==> src/hdl/snp_map.vh <==
// Constants for the serial NOR array protection block.
`ifndef SNP_MAP_VH
`define SNP_MAP_VH
`define SNP_ADDR_W 21
`define SNP_SECT_LSB 16
`define SNP_SUB32_LSB 15
`define SNP_SUB4_LSB 12
`define SNP_PAGE_LSB 8
`define SNP_NUM_SECT 32
`define SNP_OTP_BYTES 64
`define SNP_OTP_ADDR_W 6
`define SNP_ERASED_BYTE 8'hFF
// APB register byte addresses.
`define SNP_REG_CTRL 12'h000
`define SNP_REG_STATUS 12'h004
`define SNP_REG_LOCK 12'h008
`define SNP_REG_LOCKDN 12'h00C
`define SNP_REG_CMD 12'h010
`define SNP_REG_RESULT 12'h014
`define SNP_REG_ADDR 12'h018
`define SNP_REG_DATA 12'h01C
// Control register fields.
`define SNP_CTRL_BP_LSB 0
`define SNP_CTRL_TB_BIT 3
`define SNP_CTRL_WP_BIT 4
// Command codes written to the command register.
`define SNP_CMD_WREN 4'h1
`define SNP_CMD_WRDI 4'h2
`define SNP_CMD_PROG 4'h3
`define SNP_CMD_ERASE4 4'h4
`define SNP_CMD_ERASE32 4'h5
`define SNP_CMD_ERASE64 4'h6
`define SNP_CMD_BULK 4'h7
`define SNP_CMD_WRLOCK 4'h8
`define SNP_CMD_WRSR 4'h9
`define SNP_CMD_PAGEERASE 4'hA
`define SNP_CMD_OTPPROG 4'hB
// Result codes.
`define SNP_RES_NONE 3'h0
`define SNP_RES_OK 3'h1
`define SNP_RES_NOWEL 3'h2
`define SNP_RES_FRAME 3'h3
`define SNP_RES_PROT 3'h4
`define SNP_RES_POWERUP 3'h5
`define SNP_RES_BADCMD 3'h6
`define SNP_RES_LOCKED 3'h7
// Power-up protection interval in microseconds.
`define SNP_PU_US 100
`define SNP_CLK_MHZ 20
`endif

==> src/hdl/snp_bp_decode.v <==
// Block-protect range decoder giving a protected-sector mask.
`timescale 1ns/100ps
`default_nettype none
module snp_bp_decode #(
   parameter NSECT = 32
) (
   input wire [2:0] protect_size,
   input wire protect_from_bottom,
   output reg [NSECT-1:0] prot_mask
);
   reg [NSECT-1:0] low_mask;
   integer idx;
   always @* begin
      case (protect_size)
         3'h0: low_mask = {NSECT{1'b0}};
         3'h1: low_mask = {{(NSECT-1){1'b0}}, 1'b1};
         3'h2: low_mask = {{(NSECT-2){1'b0}}, 2'h3};
         3'h3: low_mask = {{(NSECT-4){1'b0}}, 4'hF};
         3'h4: low_mask = {{(NSECT-8){1'b0}}, 8'hFF};
         3'h5: low_mask = {{(NSECT/2){1'b0}}, {(NSECT/2){1'b1}}};
         default: low_mask = {NSECT{1'b1}};
      endcase
      // Top protection is the bottom mask mirrored.
      prot_mask = low_mask;
      if (!protect_from_bottom) begin
         prot_mask = {NSECT{1'b0}};
         for (idx = 0; idx < NSECT; idx = idx + 1) begin
            prot_mask[idx] = low_mask[NSECT-1-idx];
         end
      end
   end
endmodule
`default_nettype wire

==> src/hdl/snp_addr_decode.v <==
// Address decoder splitting a byte address into array regions.
`timescale 1ns/100ps
`include "snp_map.vh"
`default_nettype none
module snp_addr_decode #(
   parameter AW = 21
) (
   input wire [AW-1:0] addr,
   output wire [AW-`SNP_SECT_LSB-1:0] sector,
   output wire [AW-`SNP_SUB32_LSB-1:0] sub32,
   output wire [AW-`SNP_SUB4_LSB-1:0] sub4,
   output wire [AW-`SNP_PAGE_LSB-1:0] page
);
   assign sector = addr[AW-1:`SNP_SECT_LSB];
   assign sub32 = addr[AW-1:`SNP_SUB32_LSB];
   assign sub4 = addr[AW-1:`SNP_SUB4_LSB];
   assign page = addr[AW-1:`SNP_PAGE_LSB];
endmodule
`default_nettype wire

==> src/hdl/snp_protect.v <==
// Write-protection checker for the serial NOR array, with APB registers.
//
// Contract
// - Programming only clears bits; zeros stay zero.
// - Erase returns every byte of the region to all ones.
// - Erase exists for 4KB, 32KB, 64KB and whole array, never a page.
// - Array is 2 MB, 32 sectors of 64KB, 21-bit byte address.
// - 512 subsectors of 4KB and 8192 pages of 256 bytes.
// - A 64-byte one-time area lies outside the main array.
// - Sector, 32KB and 4KB indices come from upper address bits.
// - Modifying commands need a whole number of bytes of clocks.
// - Modifying commands need the write enable latch set first.
// - No modifying command runs during the power-up protection interval.
// - A set sector write-lock bit rejects program and erase.
// - A set lock-down bit freezes the sector state until reset.
// - Lock bits change only by lock write, never when locked down.
// - Top selection: codes protect none, 31, 30-31, 28-31, 24-31, 16-31, all.
// - Bottom selection: codes protect none, 0, 0-1, 0-3, 0-7, 0-15, all.
// - Write-protect pin low freezes block-protect and bottom-select bits.
`timescale 1ns/100ps
`include "snp_map.vh"
`default_nettype none
module snp_protect #(
   parameter AW = `SNP_ADDR_W,
   parameter NSECT = `SNP_NUM_SECT,
   parameter PU_CYCLES = `SNP_PU_US * `SNP_CLK_MHZ
) (
   input wire ref_clk,
   input wire sys_rst,
   input wire psel,
   input wire penable,
   input wire pwrite,
   input wire [11:0] paddr,
   input wire [31:0] pwdata,
   output reg [31:0] prdata,
   output wire pready,
   output wire pslverr,
   input wire wp_n,
   output reg cmd_grant,
   output reg [3:0] grant_cmd,
   output reg [AW-1:0] grant_addr,
   output reg [AW-1:0] grant_last,
   output reg [7:0] grant_data,
   output reg grant_otp,
   output reg powerup_busy
);
   ////////////////////////////////////////////////////////////////////////
   reg [2:0] protect_size;
   reg protect_from_bottom;
   reg wel;
   reg [NSECT-1:0] lock_bits;
   reg [NSECT-1:0] lockdn_bits;
   reg [AW-1:0] op_addr;
   reg [7:0] op_data;
   reg [2:0] last_result;
   reg [15:0] pu_cnt;
   wire [NSECT-1:0] bp_mask;
   wire [AW-`SNP_SECT_LSB-1:0] op_sector;
   wire [AW-`SNP_SUB32_LSB-1:0] op_sub32;
   wire [AW-`SNP_SUB4_LSB-1:0] op_sub4;
   wire [AW-`SNP_PAGE_LSB-1:0] op_page;
   wire wr_acc = psel && penable && pwrite;
   wire rd_sel = psel && !pwrite;
   wire hit_cmd = wr_acc && (paddr == `SNP_REG_CMD);
   wire hit_addr = wr_acc && (paddr == `SNP_REG_ADDR);
   wire hit_data = wr_acc && (paddr == `SNP_REG_DATA);
   wire hit_lockdn = wr_acc && (paddr == `SNP_REG_LOCKDN);
   wire [3:0] cmd = pwdata[3:0];
   // Bits 10:8 of a command word carry the clock count modulo eight.
   wire frame_ok = (pwdata[10:8] == 3'h0);
   // The counter is sixteen bits wide, so the interval tops out near
   // sixty-five thousand cycles.
   localparam [15:0] PU_LAST = PU_CYCLES[15:0] - 16'h0001;
   assign pready = 1'b1;
   // Only the eight register words decode; any other word errors and a
   // write to it is dropped.
   reg mapped;
   always @* begin
      case (paddr)
         `SNP_REG_CTRL: mapped = 1'b1;
         `SNP_REG_STATUS: mapped = 1'b1;
         `SNP_REG_LOCK: mapped = 1'b1;
         `SNP_REG_LOCKDN: mapped = 1'b1;
         `SNP_REG_CMD: mapped = 1'b1;
         `SNP_REG_RESULT: mapped = 1'b1;
         `SNP_REG_ADDR: mapped = 1'b1;
         `SNP_REG_DATA: mapped = 1'b1;
         default: mapped = 1'b0;
      endcase
   end
   assign pslverr = psel && penable && !mapped;

   ////////////////////////////////////////////////////////////////////////
   snp_bp_decode #(.NSECT(NSECT)) u_bp (
      .protect_size(protect_size),
      .protect_from_bottom(protect_from_bottom),
      .prot_mask(bp_mask)
   );
   snp_addr_decode #(.AW(AW)) u_addr (
      .addr(op_addr),
      .sector(op_sector),
      .sub32(op_sub32),
      .sub4(op_sub4),
      .page(op_page)
   );

   ////////////////////////////////////////////////////////////////////////
   // Range of the operation and the sectors it touches.
   reg [AW-1:0] next_first;
   reg [AW-1:0] next_last;
   reg [NSECT-1:0] touch;
   reg modifying;
   reg known;
   always @* begin
      next_first = op_addr;
      next_last = op_addr;
      touch = {NSECT{1'b0}};
      touch[op_sector] = 1'b1;
      modifying = 1'b1;
      known = 1'b1;
      case (cmd)
         `SNP_CMD_PROG: begin
            next_first = {op_page, {`SNP_PAGE_LSB{1'b0}}};
            next_last = {op_page, {`SNP_PAGE_LSB{1'b1}}};
         end
         `SNP_CMD_ERASE4: begin
            next_first = {op_sub4, {`SNP_SUB4_LSB{1'b0}}};
            next_last = {op_sub4, {`SNP_SUB4_LSB{1'b1}}};
         end
         `SNP_CMD_ERASE32: begin
            next_first = {op_sub32, {`SNP_SUB32_LSB{1'b0}}};
            next_last = {op_sub32, {`SNP_SUB32_LSB{1'b1}}};
         end
         `SNP_CMD_ERASE64: begin
            next_first = {op_sector, {`SNP_SECT_LSB{1'b0}}};
            next_last = {op_sector, {`SNP_SECT_LSB{1'b1}}};
         end
         `SNP_CMD_BULK: begin
            next_first = {AW{1'b0}};
            next_last = {AW{1'b1}};
            touch = {NSECT{1'b1}};
         end
         `SNP_CMD_OTPPROG: begin
            // The one-time area has no sector, so only the latch and the power-up interval guard it.
            next_first = {{(AW-`SNP_OTP_ADDR_W){1'b0}},
               op_addr[`SNP_OTP_ADDR_W-1:0]};
            next_last = next_first;
            touch = {NSECT{1'b0}};
         end
         `SNP_CMD_WRLOCK, `SNP_CMD_WRSR: begin
            // These change protection, not data, so no sector is touched.
            touch = {NSECT{1'b0}};
         end
         `SNP_CMD_WREN, `SNP_CMD_WRDI: begin
            modifying = 1'b0;
         end
         default: begin
            // Page erase falls here: the array offers no such operation.
            known = 1'b0;
            modifying = 1'b0;
         end
      endcase
   end

   // Bulk erase touches every sector, so one protected sector refuses it.
   wire sect_blocked = |(touch & (lock_bits | bp_mask));
   wire lock_frozen = lockdn_bits[op_sector];
   wire sr_frozen = !wp_n;

   // Checks run in a fixed priority; the first failing one is reported.
   reg [2:0] next_result;
   always @* begin
      if (!known) begin
         next_result = `SNP_RES_BADCMD;
      end else if (!frame_ok) begin
         next_result = `SNP_RES_FRAME;
      end else if (!modifying) begin
         next_result = `SNP_RES_OK;
      end else if (powerup_busy) begin
         next_result = `SNP_RES_POWERUP;
      end else if (!wel) begin
         next_result = `SNP_RES_NOWEL;
      end else if (sect_blocked) begin
         next_result = `SNP_RES_PROT;
      end else if ((cmd == `SNP_CMD_WRLOCK && lock_frozen) ||
            (cmd == `SNP_CMD_WRSR && sr_frozen)) begin
         next_result = `SNP_RES_LOCKED;
      end else begin
         next_result = `SNP_RES_OK;
      end
   end
   wire exec_ok = hit_cmd && known && (next_result == `SNP_RES_OK);
   // Array operations are the only commands handed to the far side.
   reg array_op;
   always @* begin
      case (cmd)
         `SNP_CMD_PROG, `SNP_CMD_ERASE4, `SNP_CMD_ERASE32: array_op = 1'b1;
         `SNP_CMD_ERASE64, `SNP_CMD_BULK, `SNP_CMD_OTPPROG: array_op = 1'b1;
         default: array_op = 1'b0;
      endcase
   end
   // A framed enable sets the latch; every known modifying command, taken
   // or refused, drops it, so each change needs a fresh enable.
   reg next_wel;
   always @* begin
      next_wel = wel;
      if (hit_cmd && cmd == `SNP_CMD_WREN && frame_ok) begin
         next_wel = 1'b1;
      end else if (hit_cmd && (modifying || cmd == `SNP_CMD_WRDI)) begin
         next_wel = 1'b0;
      end
   end

   ////////////////////////////////////////////////////////////////////////
   // Every register here is reset by the synchronous reset alone; powerup_busy sets and op_data and grant_data load all ones.
   always @(posedge ref_clk) begin
      if (sys_rst) begin
         protect_size <= 3'h0;
         protect_from_bottom <= 1'b0;
         wel <= 1'b0;
         lock_bits <= {NSECT{1'b0}};
         lockdn_bits <= {NSECT{1'b0}};
         op_addr <= {AW{1'b0}};
         op_data <= `SNP_ERASED_BYTE;
         last_result <= `SNP_RES_NONE;
         pu_cnt <= 16'h0000;
         powerup_busy <= 1'b1;
         cmd_grant <= 1'b0;
         grant_cmd <= 4'h0;
         grant_addr <= {AW{1'b0}};
         grant_last <= {AW{1'b0}};
         grant_data <= `SNP_ERASED_BYTE;
         grant_otp <= 1'b0;
      end else begin
         cmd_grant <= 1'b0;
         if (powerup_busy) begin
            pu_cnt <= pu_cnt + 16'h0001;
            if (pu_cnt == PU_LAST) begin
               powerup_busy <= 1'b0;
            end
         end
         if (hit_addr) begin
            op_addr <= pwdata[AW-1:0];
         end
         if (hit_data) begin
            op_data <= pwdata[7:0];
         end
         if (hit_lockdn) begin
            // Lock-down bits can only be set; only reset clears them.
            lockdn_bits <= lockdn_bits | pwdata[NSECT-1:0];
         end
         wel <= next_wel;
         if (hit_cmd) begin
            last_result <= next_result;
         end
         if (exec_ok && cmd == `SNP_CMD_WRLOCK) begin
            lock_bits[op_sector] <= op_data[0];
         end
         if (exec_ok && cmd == `SNP_CMD_WRSR) begin
            protect_size <= op_data[`SNP_CTRL_BP_LSB+2:`SNP_CTRL_BP_LSB];
            protect_from_bottom <= op_data[`SNP_CTRL_TB_BIT];
         end
         if (exec_ok && array_op) begin
            cmd_grant <= 1'b1;
            grant_cmd <= cmd;
            grant_addr <= next_first;
            grant_last <= next_last;
            grant_otp <= (cmd == `SNP_CMD_OTPPROG);
            // Erase writes all ones; a program only ever clears bits.
            if (cmd == `SNP_CMD_PROG || cmd == `SNP_CMD_OTPPROG) begin
               grant_data <= op_data;
            end else begin
               grant_data <= `SNP_ERASED_BYTE;
            end
         end
      end
   end

   ////////////////////////////////////////////////////////////////////////
   // Read data is forced to zero outside a read so the bus idles quietly.
   always @* begin
      prdata = 32'h00000000;
      if (rd_sel) begin
         case (paddr)
            `SNP_REG_CTRL: begin
               prdata[`SNP_CTRL_BP_LSB+2:`SNP_CTRL_BP_LSB] = protect_size;
               prdata[`SNP_CTRL_TB_BIT] = protect_from_bottom;
               prdata[`SNP_CTRL_WP_BIT] = sr_frozen;
            end
            `SNP_REG_STATUS: begin
               prdata[0] = powerup_busy;
               prdata[1] = wel;
            end
            `SNP_REG_LOCK: prdata[NSECT-1:0] = lock_bits;
            `SNP_REG_LOCKDN: prdata[NSECT-1:0] = lockdn_bits;
            `SNP_REG_RESULT: prdata[2:0] = last_result;
            `SNP_REG_ADDR: prdata[AW-1:0] = op_addr;
            `SNP_REG_DATA: prdata[7:0] = op_data;
            default: prdata = 32'h00000000;
         endcase
      end
   end
endmodule
`default_nettype wire

==> config.mk <==
export PLATFORM = sky130hd
export DESIGN_NAME = snp_protect
export DESIGN_NICKNAME = d
export VERILOG_FILES = /design/src/hdl/snp_bp_decode.v /design/src/hdl/snp_addr_decode.v /design/src/hdl/snp_protect.v
export VERILOG_INCLUDE_DIRS = /design/src /design/src/hdl
export SDC_FILE = /design/constraint.sdc
export NUM_CORES = 1
export LEC_CHECK = 0
export ABC_AREA = 1
export BUFFER_PORTS_ARGS = -buffer_cell sky130_fd_sc_hd__clkbuf_2
export CELL_PAD_IN_SITES_DETAIL_PLACEMENT = 0
export CELL_PAD_IN_SITES_GLOBAL_PLACEMENT = 2
export CORE_MARGIN = 2
export CORE_UTILIZATION = 33
export CTS_CLUSTER_SIZE = 25
export DETAILED_ROUTE_END_ITERATION = 8
export GPL_ROUTABILITY_DRIVEN = 1
export GPL_TIMING_DRIVEN = 0
export PLACE_DENSITY = 0.89
export SYNTH_ARGS = -nofsm -noshare
export SYNTH_HDL_FRONTEND = slang
export SYNTH_SLANG_ARGS = --single-unit
==> constraint.sdc <==
create_clock -name ref_clk -period 3.9 [get_ports ref_clk]
set_clock_uncertainty 0.05 [all_clocks]
set_input_delay 0.39 -clock ref_clk [delete_from_list [all_inputs] [get_ports ref_clk]]
set_output_delay 0.39 -clock ref_clk [all_outputs]
set_load 0.02 [all_outputs]
==> impl_results.rst <==
.. list-table::
   :header-rows: 1

   * - Metric
     - Value
   * - Clock tree from TritonCTS
     - built
   * - Biggest area consumer among synthesized cells
     - dfxtp_1
   * - Sort of element at the end of the critical path
     - output pin
   * - TNS Setup
     - 0 ps
   * - Fraction of power spent switching nets
     - a little over a quarter
   * - Share of total power in the clock network
     - 46.8%
   * - Post-synthesis async set-or-reset flop share
     - 0%
   * - Chip Width
     - approximately 170 um
   * - Antenna violations before repair
     - 0
   * - Crit path largest cell delay
     - roughly 480 ps
   * - Vias in the first global route
     - 9431
   * - Largest net degree at the start of global routing
     - 19
   * - Critical path type
     - in -> out
   * - Reg power frac
     - 48.3%
   * - Total number of nets in the final design
     - around 1.8k
   * - Final Instance Area
     - between 10000 and 15000 um2
   * - Gate count after technology mapping
     - ~1.5k
   * - Ant diodes
     - 0
   * - Area of the multi-input gates
     - approximately 4800 um2
   * - Area taken by flip-flops and latches
     - about 3500 um2
   * - Post-layout total power
     - between 3 and 4 mW
   * - Combinational Power Share
     - between 4 and 5%
   * - Unique masters post-synth
     - 42
   * - Static power due to leakage
     - 5.64 nW
   * - Die height
     - around 170 um
   * - Number of standard-cell rows in the floorplan
     - 62
   * - Syn avg cell area
     - 6.14 um2
   * - Share of synthesized area occupied by flip-flops and latches
     - approximately 37%
   * - Total clock sinks
     - roughly 170
   * - Initial DRT Pass Iterations
     - 5
   * - Time the worst path needs with I/O delays and setup
     - roughly 3800 ps
   * - Post-placement cell area
     - 10700 um2
   * - RSZ-0062 raised after global routing
     - false
   * - Drt drc
     - 0
   * - Number of synthesized register bits
     - about 170
   * - Xor and xnor fraction of the mapped netlist area
     - less than 1%
   * - CP bufs+invs
     - 6
   * - Category of cells accounting for the largest share of critical-path delay
     - simple AND/OR/NAND/NOR gates
   * - Die footprint
     - 30200 um2
   * - Clock latency on the worst-skew pair
     - roughly 450 ps
   * - Number of nets produced by synthesis
     - 1600
   * - Total power per unit cell area
     - 327 nW/um2
   * - Cell at the slowest stage of the critical path
     - nor2_2
   * - Relative slew slack
     - ~40%
   * - Internal power summed over all cells
     - between 2 and 3 mW
   * - Transition time at the pin with the least slew margin
     - around 900 ps
   * - Wire length reported by the detailed router
     - roughly 36000 um
   * - Netlist area before placement
     - ~9500 um2
   * - Max VDD drop
     - around 0.21 mV
   * - Final setup violation count
     - 0
   * - Top area cells in the synthesized netlist
     - dfxtp_1 (37%), nand2_1 (21%), nor2_1 (9.2%), inv_1 (8.7%), a21oi_1 (4.3%)
   * - Worst setup slack before clock tree synthesis
     - -118 ps
   * - Via density
     - roughly 4.9
   * - Clock buffers created by TritonCTS
     - 17
   * - Yosys warnings
     - 0
   * - Clock Path Buffers
     - 2
   * - Post-route worst setup slack
     - 68.3 ps
   * - Number of vias in the routed layout
     - 10.2k
   * - Total global routing track utilization
     - a little under a quarter
   * - Status
     - completed
   * - Clock transition at the register clock pins on the worst setup and hold paths after CTS
     - 80 ps
   * - Max-cap check violation count
     - 0
   * - Count of endpoints failing hold in the final timing report
     - 0
   * - Initial cell density of the core
     - 33.3%
   * - Largest driver fanout on the critical path
     - 10
   * - Classification of the worst-slack hold path
     - in -> reg
   * - Share of cells above drive strength 1
     - a little over an eighth
   * - Leading register cell type out of synthesis
     - dfxtp_1
   * - Number of max-slew violations in the final report
     - 0
   * - Floorplan Core Area
     - 28500 um2
   * - Number of enable-type register cells in the synthesized netlist
     - 0
   * - Fraction of the mapped netlist area in adder cells
     - 0.132%
   * - IO Count
     - 141
   * - Setup Buffers After CTS
     - 0
   * - Half-perimeter wire length after detailed placement
     - around 28000 um
   * - Synth top area share
     - between 30 and 40%
   * - Req. time, crit path
     - around 3500 ps
   * - Routability congestion estimate
     - 0.895
   * - Filler cells
     - 3238
   * - Portion of the clock cycle consumed by the worst path in the final layout
     - a little over nine tenths
   * - Wire length of the first global-routing pass
     - 54900 um
   * - Max Fclk
     - approximately 0.26 GHz
   * - Maximum level of the CTS H-tree
     - 4
   * - Largest family of logic cells by synthesized area
     - simple AND/OR/NAND/NOR gates
   * - Number of buffers added on ports
     - between 100 and 150
   * - Root Buffer Master
     - clkbuf_16
   * - Wirelength per Cell
     - around 17 um
   * - Worst Setup Start Kind
     - primary input
   * - Utilization of the core after routing
     - 39.4%
   * - Residual antenna-violating net count after detailed routing
     - 0
   * - Worst endpoint data arrival time
     - 3390 ps
   * - Share of the synthesized area in compound gates (AO/OA/AOI/OAI)
     - a little under an eighth
   * - Critical path cell sequence
     - clkbuf_2 > nor4_1 > inv_1 > nor2_1 > nand2_1 > nor2_2 > inv_1 > clkbuf_1 > clkbuf_1 > nand3_1 > nand2_1 > nor2_1 > clkbuf_2
   * - Area delta synth->final
     - 18.4%
   * - Number of DRC markers after the initial detailed-route iteration
     - between 800 and 900
   * - Multiplexer share of the synthesized area
     - 0%
   * - Number of hold buffers added after CTS
     - 0
   * - Synth Area in Simple Gates
     - 37.8%
   * - GRT Residual Overflow
     - 0
   * - Net Switching
     - between 1 and 1.5 mW
   * - Post-cts repair resize count
     - 2
-- registers in the layout, indices dropped and copies added (netlist names), 3 cells and up --
register,flops
op_data,8
lockdn_bits,32
lock_bits,32
grant_addr,21
last_result,3
grant_last,21
grant_data,8
protect_size,3
op_addr,21
pu_cnt,16
grant_cmd,4
-- layout make-up --
| class | count | area share [%] |
|---|---|---|
| clock inverter | 14 | 1.35 |
| timing repair buffer | 136 | 6.05 |
| buffer | 76 | 3.71 |
| tap | 384 | 4.27 |
| multi-input combinational | 1072 | 42.3 |
| inverter | 227 | 7.57 |
| clock buffer | 17 | 3.78 |
| sequential | 174 | 31.0 |
-- per-layer routing --
metal,share of wire (%),vias up,track usage (%)
met3,6.5,41,4.25
met4,2.0,0,5.78
met1,47,4696,33.7
li1,-,5123,-
met5,0,-,0
met2,44,351,37.3
-- worst register-to-register path: cells and delay by family (launching register included) --
family,cells,cell delay (ps)
AOI/OAI and AO/OA,1,180
and+or+nand+nor,12,1700
DFF,1,560
buffers and inverters,3,660
-- power groups by stage --
| stage | logic, mW | clock network (mW) | registers, mW |
|---|---|---|---|
| after detailed placement | 0.176 | 0 | 1.82 |
| final | 0.178 | 1.73 | 1.78 |
| after global routing | 0.194 | 1.82 | 1.78 |
| after CTS | 0.176 | 1.75 | 1.78 |
| after floorplan | 0.0936 | 0 | 1.82 |
| after global placement | 0.176 | 0 | 1.82 |
-- cells in the final DEF, fill, tap and decap left out, drive strengths merged --
master and instances:
o211a 1, o221ai 10, nor3 16, a31oi 2, o22ai 17, xor2 1
ha 1, o21ba 1, a221oi 5, nand2 527, inv 231, clkbuf 192
nand4 42, nor4 3, buf 37, nor2 238, o21ai 50, conb 1
o211ai 7, a21oi 81, dfxtp 174, clkinv 10, a211oi 19, a2111oi 1
nand3 49
-- logic make-up after synthesis --
group	count (synthesis)
and+or+nand+nor	875
buffers and inverters	303
AOI/OAI and AO/OA	194
DFF	174
xor gates and xnor gates	1
adders and majority gates	1
other	1
-- worst paths after layout --
| check | from | end | slack [ps] | depth (start not counted) |
|---|---|---|---|---|
| worst max-delay path | paddr[9] | prdata[5] | 70 | 13 |
| worst min-delay path | pwdata[29] | lockdn_bits[29] | 120 | 3 |
| worst max register to register | op_addr[18] | grant_last[8] | 650 | 16 |
| worst min register to register | pu_cnt[15] | pu_cnt[15] | 410 | 1 |
-- stage by stage --
stage / hold WS (ps) / std cells
6_report: 115 / 2100
5_1_grt: 115 / 2100
4_1_cts: 112 / 2100
3_5_place_dp: 395 / 2069
3_3_place_gp: 386 / 2069
2_1_floorplan: 372 / 1549
-- synth_stat cells (5+ instances only) --
library cell,count
inv_1,221
o22ai_1,17
o221ai_1,10
a21oi_1,81
nand3_1,45
buf_6,7
a221oi_1,5
o21ai_1,9
buf_4,8
nor2_1,232
buf_1,5
clkbuf_1,38
o211ai_1,7
buf_2,15
nand2_1,522
nor3_1,15
nand4_1,39
o21ai_0,41
dfxtp_1,174
a211oi_1,19
inv_2,5
Power figures use the tool's default switching activity.
